<file path="src/rhc_pkg.sv">
// Constants for the right-channel ADC high-pass coefficient register bank.
// Assumes 7-bit register addresses and 8-bit data on the control-bus side.
package rhc_pkg;

  localparam int ADDR_W = 7;
  localparam int DATA_W = 8;
  localparam int COEF_W = 16;

  // Register offsets
  localparam logic [6:0] OFS_NUM0_HIGH = 7'h47;
  localparam logic [6:0] OFS_NUM0_LOW  = 7'h48;
  localparam logic [6:0] OFS_NUM1_HIGH = 7'h49;
  localparam logic [6:0] OFS_NUM1_LOW  = 7'h4a;
  localparam logic [6:0] OFS_DEN1_HIGH = 7'h4b;
  localparam logic [6:0] OFS_DEN1_LOW  = 7'h4c;
  localparam logic [6:0] OFS_RSVD_FIRST = 7'h4d;
  localparam logic [6:0] OFS_RSVD_LAST  = 7'h7f;

  // Reset values
  localparam logic [7:0] RST_NUM0_HIGH = 8'h39;
  localparam logic [7:0] RST_NUM0_LOW  = 8'h55;
  localparam logic [7:0] RST_NUM1_HIGH = 8'hf3;
  localparam logic [7:0] RST_NUM1_LOW  = 8'h2d;
  localparam logic [7:0] RST_DEN1_HIGH = 8'h53;
  localparam logic [7:0] RST_DEN1_LOW  = 8'h7e;
  localparam logic [7:0] RSVD_VALUE    = 8'h00;

  // Field positions inside a coefficient word
  localparam int HIGH_MSB = 15;
  localparam int HIGH_LSB = 8;
  localparam int LOW_MSB  = 7;
  localparam int LOW_LSB  = 0;

  // Byte-register selector
  typedef enum logic [2:0] {
    RHC_SEL_NUM0_HIGH = 3'b000,
    RHC_SEL_NUM0_LOW  = 3'b001,
    RHC_SEL_NUM1_HIGH = 3'b010,
    RHC_SEL_NUM1_LOW  = 3'b011,
    RHC_SEL_DEN1_HIGH = 3'b100,
    RHC_SEL_DEN1_LOW  = 3'b101,
    RHC_SEL_NONE      = 3'b111
  } rhc_sel_t;

endpackage

</file>
<file path="src/rhc_dec_if.sv">
// Decode carrier between the register bank and its address decoder.
// Assumes both ends run on the same clock.
`timescale 1ns/100ps
interface rhc_dec_if;
  import rhc_pkg::*;
  logic [6:0] addr;
  rhc_sel_t   sel;
  logic       rsvd_hit;

  modport bank (output addr, input sel, input rsvd_hit);
  modport dec  (input addr, output sel, output rsvd_hit);
endinterface

</file>
<file path="src/rhc_addr_dec.sv">
// Address decoder for the coefficient byte registers and the reserved tail.
// Assumes a purely combinational lookup from the bank's register address.
`timescale 1ns/100ps
module rhc_addr_dec (
  // Decode carrier
  rhc_dec_if.dec dif
);
  import rhc_pkg::*;

  function automatic rhc_sel_t decode(input logic [6:0] a);
    case (a)
      OFS_NUM0_HIGH: decode = RHC_SEL_NUM0_HIGH;
      OFS_NUM0_LOW:  decode = RHC_SEL_NUM0_LOW;
      OFS_NUM1_HIGH: decode = RHC_SEL_NUM1_HIGH;
      OFS_NUM1_LOW:  decode = RHC_SEL_NUM1_LOW;
      OFS_DEN1_HIGH: decode = RHC_SEL_DEN1_HIGH;
      OFS_DEN1_LOW:  decode = RHC_SEL_DEN1_LOW;
      default:       decode = RHC_SEL_NONE;
    endcase
  endfunction

  assign dif.sel      = decode(dif.addr);
  assign dif.rsvd_hit = (dif.addr >= OFS_RSVD_FIRST) && (dif.addr <= OFS_RSVD_LAST);

endmodule // rhc_addr_dec

</file>
<file path="src/rhc_coeff_regs.sv">
// Right-channel ADC high-pass coefficient register bank, top module.
// Assumes a control-bus front end that presents one byte access per cycle
// with address, write strobe and read strobe on the codec digital clock.
`timescale 1ns/100ps

// Summary of operation
// RULE1: Each coefficient word takes its upper byte from the high register and lower from the low.
// RULE2: Each assembled coefficient is presented as a signed two's complement 16-bit value.
// RULE3: After reset the first numerator coefficient reads high 0x39 and low 0x55.
// RULE4: After reset the second numerator coefficient reads high 0xf3 and low 0x2d.
// RULE5: After reset the denominator coefficient reads high 0x53 and low 0x7e.
// RULE6: The reserved registers after the bank are read-only and always read zero.
// RULE7: The host writes only the six coefficient byte registers, never the reserved ones.
// RULE8: A write changes only the addressed byte, and a read returns the last value written.
module rhc_coeff_regs (
  // Clock and reset
  input  wire logic                         clock,
  input  wire logic                         reset_n,
  // Register access from the control-bus front end
  input  wire logic [rhc_pkg::ADDR_W-1:0]   reg_addr,
  input  wire logic                         reg_wr,
  input  wire logic [rhc_pkg::DATA_W-1:0]   reg_wdata,
  input  wire logic                         reg_rd,
  output logic      [rhc_pkg::DATA_W-1:0]   reg_rdata,
  output logic                              reg_rvalid,
  // Coefficients to the filter datapath
  output logic signed [rhc_pkg::COEF_W-1:0] first_numerator_coeff,
  output logic signed [rhc_pkg::COEF_W-1:0] second_numerator_coeff,
  output logic signed [rhc_pkg::COEF_W-1:0] denominator_coeff
);
  import rhc_pkg::*;

  rhc_dec_if dif ();

  logic [7:0] num0_high_q;
  logic [7:0] num0_low_q;
  logic [7:0] num1_high_q;
  logic [7:0] num1_low_q;
  logic [7:0] den1_high_q;
  logic [7:0] den1_low_q;
  logic [7:0] rdata_q;
  logic [7:0] rdata_d;
  logic       rvalid_q;

  rhc_addr_dec u_dec (
    .dif (dif.dec)
  );

  assign dif.addr = reg_addr;

  // Per-byte write strobes; reserved and unmapped addresses select nothing
  wire wr_num0_high = reg_wr && (dif.sel == RHC_SEL_NUM0_HIGH); // RULE8
  wire wr_num0_low  = reg_wr && (dif.sel == RHC_SEL_NUM0_LOW);  // RULE8
  wire wr_num1_high = reg_wr && (dif.sel == RHC_SEL_NUM1_HIGH); // RULE8
  wire wr_num1_low  = reg_wr && (dif.sel == RHC_SEL_NUM1_LOW);  // RULE8
  wire wr_den1_high = reg_wr && (dif.sel == RHC_SEL_DEN1_HIGH); // RULE8
  wire wr_den1_low  = reg_wr && (dif.sel == RHC_SEL_DEN1_LOW);  // RULE8

  always_ff @(posedge clock) begin
    if (!reset_n) begin
      num0_high_q <= RST_NUM0_HIGH; // RULE3
      num0_low_q  <= RST_NUM0_LOW;  // RULE3
      num1_high_q <= RST_NUM1_HIGH; // RULE4
      num1_low_q  <= RST_NUM1_LOW;  // RULE4
      den1_high_q <= RST_DEN1_HIGH; // RULE5
      den1_low_q  <= RST_DEN1_LOW;  // RULE5
    end else begin
      if (wr_num0_high) num0_high_q <= reg_wdata;
      if (wr_num0_low)  num0_low_q  <= reg_wdata;
      if (wr_num1_high) num1_high_q <= reg_wdata;
      if (wr_num1_low)  num1_low_q  <= reg_wdata;
      if (wr_den1_high) den1_high_q <= reg_wdata;
      if (wr_den1_low)  den1_low_q  <= reg_wdata;
    end
  end

  // Read mux; reserved tail and unmapped locations return zero
  always_comb begin
    rdata_d = RSVD_VALUE;
    if (!dif.rsvd_hit) begin // RULE6
      case (dif.sel)
        RHC_SEL_NUM0_HIGH: rdata_d = num0_high_q;
        RHC_SEL_NUM0_LOW:  rdata_d = num0_low_q;
        RHC_SEL_NUM1_HIGH: rdata_d = num1_high_q;
        RHC_SEL_NUM1_LOW:  rdata_d = num1_low_q;
        RHC_SEL_DEN1_HIGH: rdata_d = den1_high_q;
        RHC_SEL_DEN1_LOW:  rdata_d = den1_low_q;
        default:           rdata_d = RSVD_VALUE; // RULE6
      endcase
    end
  end

  always_ff @(posedge clock) begin
    if (!reset_n) begin
      rdata_q  <= RSVD_VALUE;
      rvalid_q <= 1'b0;
    end else begin
      rvalid_q <= reg_rd;
      if (reg_rd) rdata_q <= rdata_d; // RULE8
    end
  end

  assign reg_rdata  = rdata_q;
  assign reg_rvalid = rvalid_q;

  // Bytes are not shadowed: a word is half-updated between the host's
  // high and low byte writes, so the filter should be idle meanwhile
  assign first_numerator_coeff  = signed'({num0_high_q, num0_low_q}); // RULE1 RULE2
  assign second_numerator_coeff = signed'({num1_high_q, num1_low_q}); // RULE1 RULE2
  assign denominator_coeff      = signed'({den1_high_q, den1_low_q}); // RULE1 RULE2

endmodule // rhc_coeff_regs

</file>
<file path="config.mk">
export PLATFORM = sky130hd
export DESIGN_NAME = rhc_coeff_regs
export DESIGN_NICKNAME = d
export VERILOG_FILES = /design/src/rhc_pkg.sv /design/src/rhc_dec_if.sv /design/src/rhc_addr_dec.sv /design/src/rhc_coeff_regs.sv
export SDC_FILE = /design/constraint.sdc
export NUM_CORES = 1
export LEC_CHECK = 0
export BUFFER_PORTS_ARGS = -buffer_cell sky130_fd_sc_hd__buf_2
export CORE_MARGIN = 2
export CORE_UTILIZATION = 25
export DETAILED_ROUTE_END_ITERATION = 10
export GPL_TIMING_DRIVEN = 0
export HOLD_SLACK_MARGIN = 0.12
export SLEW_MARGIN = 0
export SYNTH_ARGS = -nofsm -noshare
export SYNTH_HDL_FRONTEND = slang
export SYNTH_SLANG_ARGS = --single-unit
</file>
<file path="constraint.sdc">
create_clock -name clock -period 3.4 [get_ports clock]
set_input_delay 0.34 -clock clock [delete_from_list [all_inputs] [get_ports clock]]
set_output_delay 0.34 -clock clock [all_outputs]
set_load 0.02 [all_outputs]
</file>
==> results of run 1 <==
==> final cells by class <==
class,count,share of cell area
Multi-Input combinational cell,244,0.413
Sequential cell,57,0.328
Timing Repair Buffer,73,0.105
Clock buffer,13,0.0514
Tap cell,140,0.0503
Buffer,24,0.0320
Inverter,10,0.0108
Clock inverter,2,0.0101
==> path summary, 6_finish.rpt <==
| check | to | slack (ns) | depth (start not counted) |
|---|---|---|---|
| setup / recovery | reg_rdata[4] | 0.17 | 13 |
| hold / removal | num0_high_q[7] | 0.31 | 3 |
| setup reg to reg | reg_rdata[4] | 2.08 | 4 |
| hold reg to reg | num1_low_q[4] | 0.48 | 2 |
==> logic make-up (layout without fill, tap and decap cells) <==
kind of cell               Yosys count  after routing  share of synthesized area
muxes                               17             17                     0.0630
AOI/OAI and AO/OA                   86             86                      0.208
DFF                                 57             57                      0.419
buffers and inverters               34            122                     0.0547
adders and majority gates            1              1                    0.00460
and+or+nand+nor                    140            140                      0.251
==> flip-flops by register name, summed over array words and instances, names as in the netlist <==
name,cells
num0_high_q,8
den1_high_q,8
num1_low_q,8
num1_high_q,8
reg_rdata,8
num0_low_q,8
reg_rvalid,1
den1_low_q,8
==> worst max-delay path: cells and delay by family <==
family / cells / cell delay (ns)
and+or+nand+nor: 3 / 0.80
AOI/OAI and AO/OA: 5 / 1.06
buffers and inverters: 4 / 1.11
adders and majority gates: 1 / 0.20
==> report_power, final <==
part           internal (mW)  switching (mW)
registers              0.670         0.00141
logic                 0.0288          0.0709
clock network          0.413           0.265
==> per-stage QoR <==
stage / setup slack (ns) / util
finish: 0.166 / 0.324
global route: 0.0227 / 0.324
CTS: 0.205 / 0.323
detailed placement: -0.150 / 0.304
global placement: -0.0588 / 0.304
floorplan: 0.846 / -
==> layout by cell type, fill, tap and decap left out, types with 2 or more instances in the layout <==
master,netlist,routed
mux2i_1,16,16
o21ai_1,2,2
and3_1,2,2
o21ai_0,19,19
a2111oi_0,5,5
nor3_2,3,3
a22oi_1,9,9
buf_2,8,81
inv_1,9,9
nand3_1,34,34
a31oi_1,5,5
a221oi_2,2,2
nor2b_1,10,10
a221oi_1,4,4
clkbuf_8,0,13
a32oi_1,2,2
a21oi_1,24,24
a211oi_1,2,2
o211ai_1,3,3
dfxtp_1,57,57
clkbuf_1,14,14
nor2_1,13,13
nand2_1,66,66
==> repair_timing <==
action | CTS | global route
resized for setup | 0 | 1
endpoints found under the setup margin | 0 | 8
setup buffers | 0 | 0
hold endpoints to repair | 0 | 0
==> metal layers <==
layer  GRT usage  wire length [µm]
met2       0.250              4380
met3      0.0464               849
met4      0.0458               120
met5           0                 0
met1       0.230              4310
==> metrics, run 1 <==
largest net degree at the start of global routing=11; initial antenna violation count=0; CP startpoint kind=input pin; Async S/R FF share, synth=0; Final min period=3.23 ns; wire per inst=17.2 µm; synth top area cells=dfxtp_1 42%, nand2_1 9.1%, nand3_1 6.3%, mux2i_1 5.9%, a21oi_1 4.4%; hold_sp=reg_wdata[7]; Clock Tree Buf Depth=2; Post-CTS Hold Fix Bufs=0; # setup viols final=0; synth cell count leaders=66 x nand2_1, 57 x dfxtp_1, 34 x nand3_1; clock tree root driver cell=clkbuf_8; predominant post-synthesis flop cell=dfxtp_1; Hold Vio Cnt, Final=0; vias in the first global route=2528; Mean Syn Cell Area=8.12 µm²; CTS HTree Levels=3; syn nets=355; synthesized area=0.00272 mm²; HPWL after detailed placement=7.04 mm; Pre-antenna DRT Iters=5; fin cells=563; GRT overflow=0; placed instance count=548; achievable frequency=0.309 GHz; sequential area share after synthesis=0.419; Post-synth EDFFs=0; first-pass GRT wire length=14.4 mm; Clock transition at path regs=0.06 ns; vias per cell=5.07; max-cap violations=0; most common cell in the netlist=nand2_1; synth warn=0; Die ar.=0.0117 mm²; Post-Route WL=9.66 mm; Die Height=108 µm; Rel. slew slack=0.492; remaining antenna violation count=0; FF+latch area=0.00114 mm²; final total power=1.45 mW; Max Fanout on Critical Path=10; drt initial violations=203; Num CTS Buffers=9; area of the core=0.0107 mm²; GPL Wtd Cong=0.879; Worst Hold Class=input pin to flop; unrepaired setup endpoints after global routing=false; area post-placement=0.00326 mm²; GRT Overall Usage=0.165; clock skew=0.00396 ns; leakage power total=1.52 nW; CP peak stage delay=0.47 ns; Finished Cell Area=0.00348 mm²; CTS tree=done; fill cell total of the finished layout=1180; crit-path cells=buf_2 > nand4bb_1 > nor2_1 > buf_2 > o21ai_0 > ha_1 > clkbuf_1 > nor2b_1 > clkbuf_1 > a22oi_1 > o21ai_0 > a221oi_1 > a21oi_1; Final Cycle Share=0.951; WP data required=3.67 ns; area share of the largest cell type after synthesis=0.419; crit path kind=input pin to flop; Peak VDD IR=0.224 mV; Arr. time, crit path=3.51 ns; hold_ws=0.312 ns; P&R area growth vs syn=28.0%; PortBufs=73; CP startpoint=reg_addr[5]; Initial Utilization=0.253; Die Wd=108 µm; share of layout cells above drive strength 1=0.255; worst-skew pair later-pin latency=0.34 ns; Final Slew Violations=0; via count=2857; I/O Pins=76; Least-Margin Pin Slew=0.756 ns; row cnt=38; Multi-input gate area=0.00144 mm²; Post-Syn Instances=335; nets=439; #FFs+latches synth=57; Netlist cell types=48; worst r2r src=num0_low_q[4]; outcome=finished clean; Synth area leader=dfxtp_1; total negative slack=0 ns; residual DRC count=0; crit path max-delay cell type=o21ai_0; CP endpoint kind=flop; ANT cells=0; Pwr Density=416 mW/mm²; Clock Sinks=57
Note: power is estimated with default switching activity, not from simulation.
==> run 2, diff against run 1 <==
- CORE_MARGIN: 2 -> default
- SKIP_LAST_GASP: default -> 1
==> metrics, run 2 (synthesis results as in run 1) <==
Clock Tree Buf Depth=2 (unchanged); Die ar.=0.0113 mm² (-3.7%); hold_sp=reg_wdata[7]; R2R setup slack=2.11 ns (+0.03 ns); area post-placement=0.00326 mm² (-0.15%); commonest non-fill, non-tap cell in the layout=buf_2; Post-Route WL=9.60 mm (-0.64%); Pwr Density=383 mW/mm² (-7.9%); ANT cells=0 (unchanged); reg-to-reg critical path endpoint=reg_rdata[0]; most frequent cells in the layout=81 x buf_2, 66 x nand2_1, 57 x dfxtp_1, 34 x nand3_1, 24 x a21oi_1; I/O Pins=76 (unchanged); P&R area growth vs syn=25.8%; initial antenna violation count=0 (unchanged); GRT Overall Usage=0.171 (+0.00532); PortBufs=73 (unchanged); WL met1=4.34 mm (+0.63%); CP endpoint kind=flop; achievable frequency=0.316 GHz (+2.3%); Hold Vio Cnt, Final=0 (unchanged); Setup Fix Bufs, Post-CTS=0 (unchanged); sw frac=0.258 (+0.0257); Hold Path Stages=3 (unchanged); Num CTS Buffers=9 (unchanged); HPWL after detailed placement=6.93 mm (-1.6%); via count=2853 (-0.14%); total negative slack=0 ns (unchanged); Finished Cell Area=0.00342 mm² (-1.7%); # setup viols final=0 (unchanged); Rel. slew slack=0.466 (-0.0265); largest net degree at the start of global routing=11 (unchanged); Die Height=106 µm (-1.8%); residual DRC count=0 (unchanged); Least-Margin Pin Slew=0.796 ns (+0.0395 ns); wire per inst=17.2 µm (about the same); Peak VDD IR=0.169 mV (-25%); Initial Utilization=0.261 (+0.00800); DR WL met3=831 µm (-2.1%); Pre-antenna DRT Iters=5 (unchanged); PostCTS Resize Cnt=0 (unchanged); Comb power frac=0.076 (+0.007); Arr. time, crit path=3.36 ns (-0.15 ns); nets=439 (unchanged); GRT overflow=0 (unchanged); crit path kind=input pin to flop; Max Fanout on Critical Path=10 (unchanged); first-pass GRT wire length=14.4 mm (+0.24%); share of layout cells above drive strength 1=0.251 (-0.00473); Final min period=3.16 ns (-0.0718 ns); leakage power total=1.50 nW (-1.2%); unrepaired setup endpoints after global routing=false; worst r2r src=num0_low_q[0]; CTS tree=done; worst-skew pair later-pin latency=0.34 ns (about the same); Worst Hold End=den1_high_q[7]; Final Slew Violations=0 (unchanged); vias per cell=5.10 (+0.57%); power share of the sequential group=0.511 (+0.048); CP startpoint kind=input pin; area of the core=0.0104 mm² (-3.1%); remaining antenna violation count=0 (unchanged); Clk pwr share=0.413 (-0.055); Clock Sinks=57 (unchanged); R2R depth=4 (unchanged); Worst Hold Class=input pin to flop; Clock transition at path regs=0.07 ns (about the same); Die Wd=106 µm (-1.8%); DR top layer=met4; clock skew=0.00635 ns (+0.00238 ns); Final Cycle Share=0.930 (-0.0211); drt initial violations=207 (+2.0%); outcome=finished clean; Post-CTS Hold Fix Bufs=0 (unchanged); WP data required=3.60 ns (-0.07 ns); GPL Wtd Cong=0.867 (-1.4%); Net Sw Power=0.339 mW (+0.65%); cell internal pwr=0.974 mW (-12%); max-cap violations=0 (unchanged); final total power=1.31 mW (-9.4%); clock tree root driver cell=clkbuf_8; vias in the first global route=2589 (+2.4%); fill cell total of the finished layout=1148 (-2.7%); CTS HTree Levels=3 (unchanged); routed wl met2=4.33 mm (-1.2%); row cnt=37 (-2.6%)
run 2: critical path, stage by stage:
cell	delay [ns]
buf_2	0.12
nand4bb_1	0.26
nor2_1	0.33
buf_2	0.33
o21ai_0	0.14
ha_1	0.19
clkbuf_1	0.22
nor2_1	0.14
nor4b_1	0.49
buf_2	0.33
nand2_1	0.22
nand2_1	0.15
nand3_1	0.08
run 2: power groups by stage:
stage	sequential (mW)	clock, mW	combinational [mW]
floorplan	0.689	0	0.0489
global placement	0.686	0	0.0963
detailed placement	0.686	0	0.0972
CTS	0.671	0.550	0.0977
global route	0.671	0.580	0.108
finish	0.671	0.542	0.0995
run 2: worst max path at each step:
stage,end,slack [ns],cells past startpoint,from
3_5_place_dp,den1_low_q[5],0.01,13,reg_addr[5]
3_3_place_gp,den1_low_q[6],0.01,13,reg_addr[5]
6_report,den1_low_q[6],0.24,13,reg_addr[5]
2_1_floorplan,reg_rdata[6],0.85,12,reg_addr[0]
5_1_grt,den1_low_q[6],0.0002,13,reg_addr[5]
4_1_cts,num1_low_q[7],0.32,12,reg_addr[5]
run 2: final cells by class:
class	count	area, µm²	area share
Buffer	24	111	0.0325
Clock buffer	11	141	0.0413
Tap cell	136	170	0.0497
Sequential cell	57	1140	0.333
Inverter	10	37.5	0.0110
Clock inverter	4	20.0	0.00585
Multi-Input combinational cell	244	1440	0.420
Timing Repair Buffer	73	365	0.107
run 2: layer usage:
| metal | vias to the layer above | global-route usage |
|---|---|---|
| li1 | 1364 | - |
| met1 | 1354 | 0.225 |
| met2 | 126 | 0.269 |
| met3 | 9 | 0.0503 |
| met4 | 0 | 0.0446 |
| met5 | - | 0 |
run 2: metrics by stage:
step	hold slack (ns)	setup WS, ns	utilization	cells
floorplan	0.464	0.846	-	335
global placement	0.456	0.0127	0.313	544
detailed placement	0.462	0.0107	0.313	544
CTS	0.299	0.319	0.328	559
global route	0.310	0.000203	0.329	559
finish	0.314	0.238	0.329	559
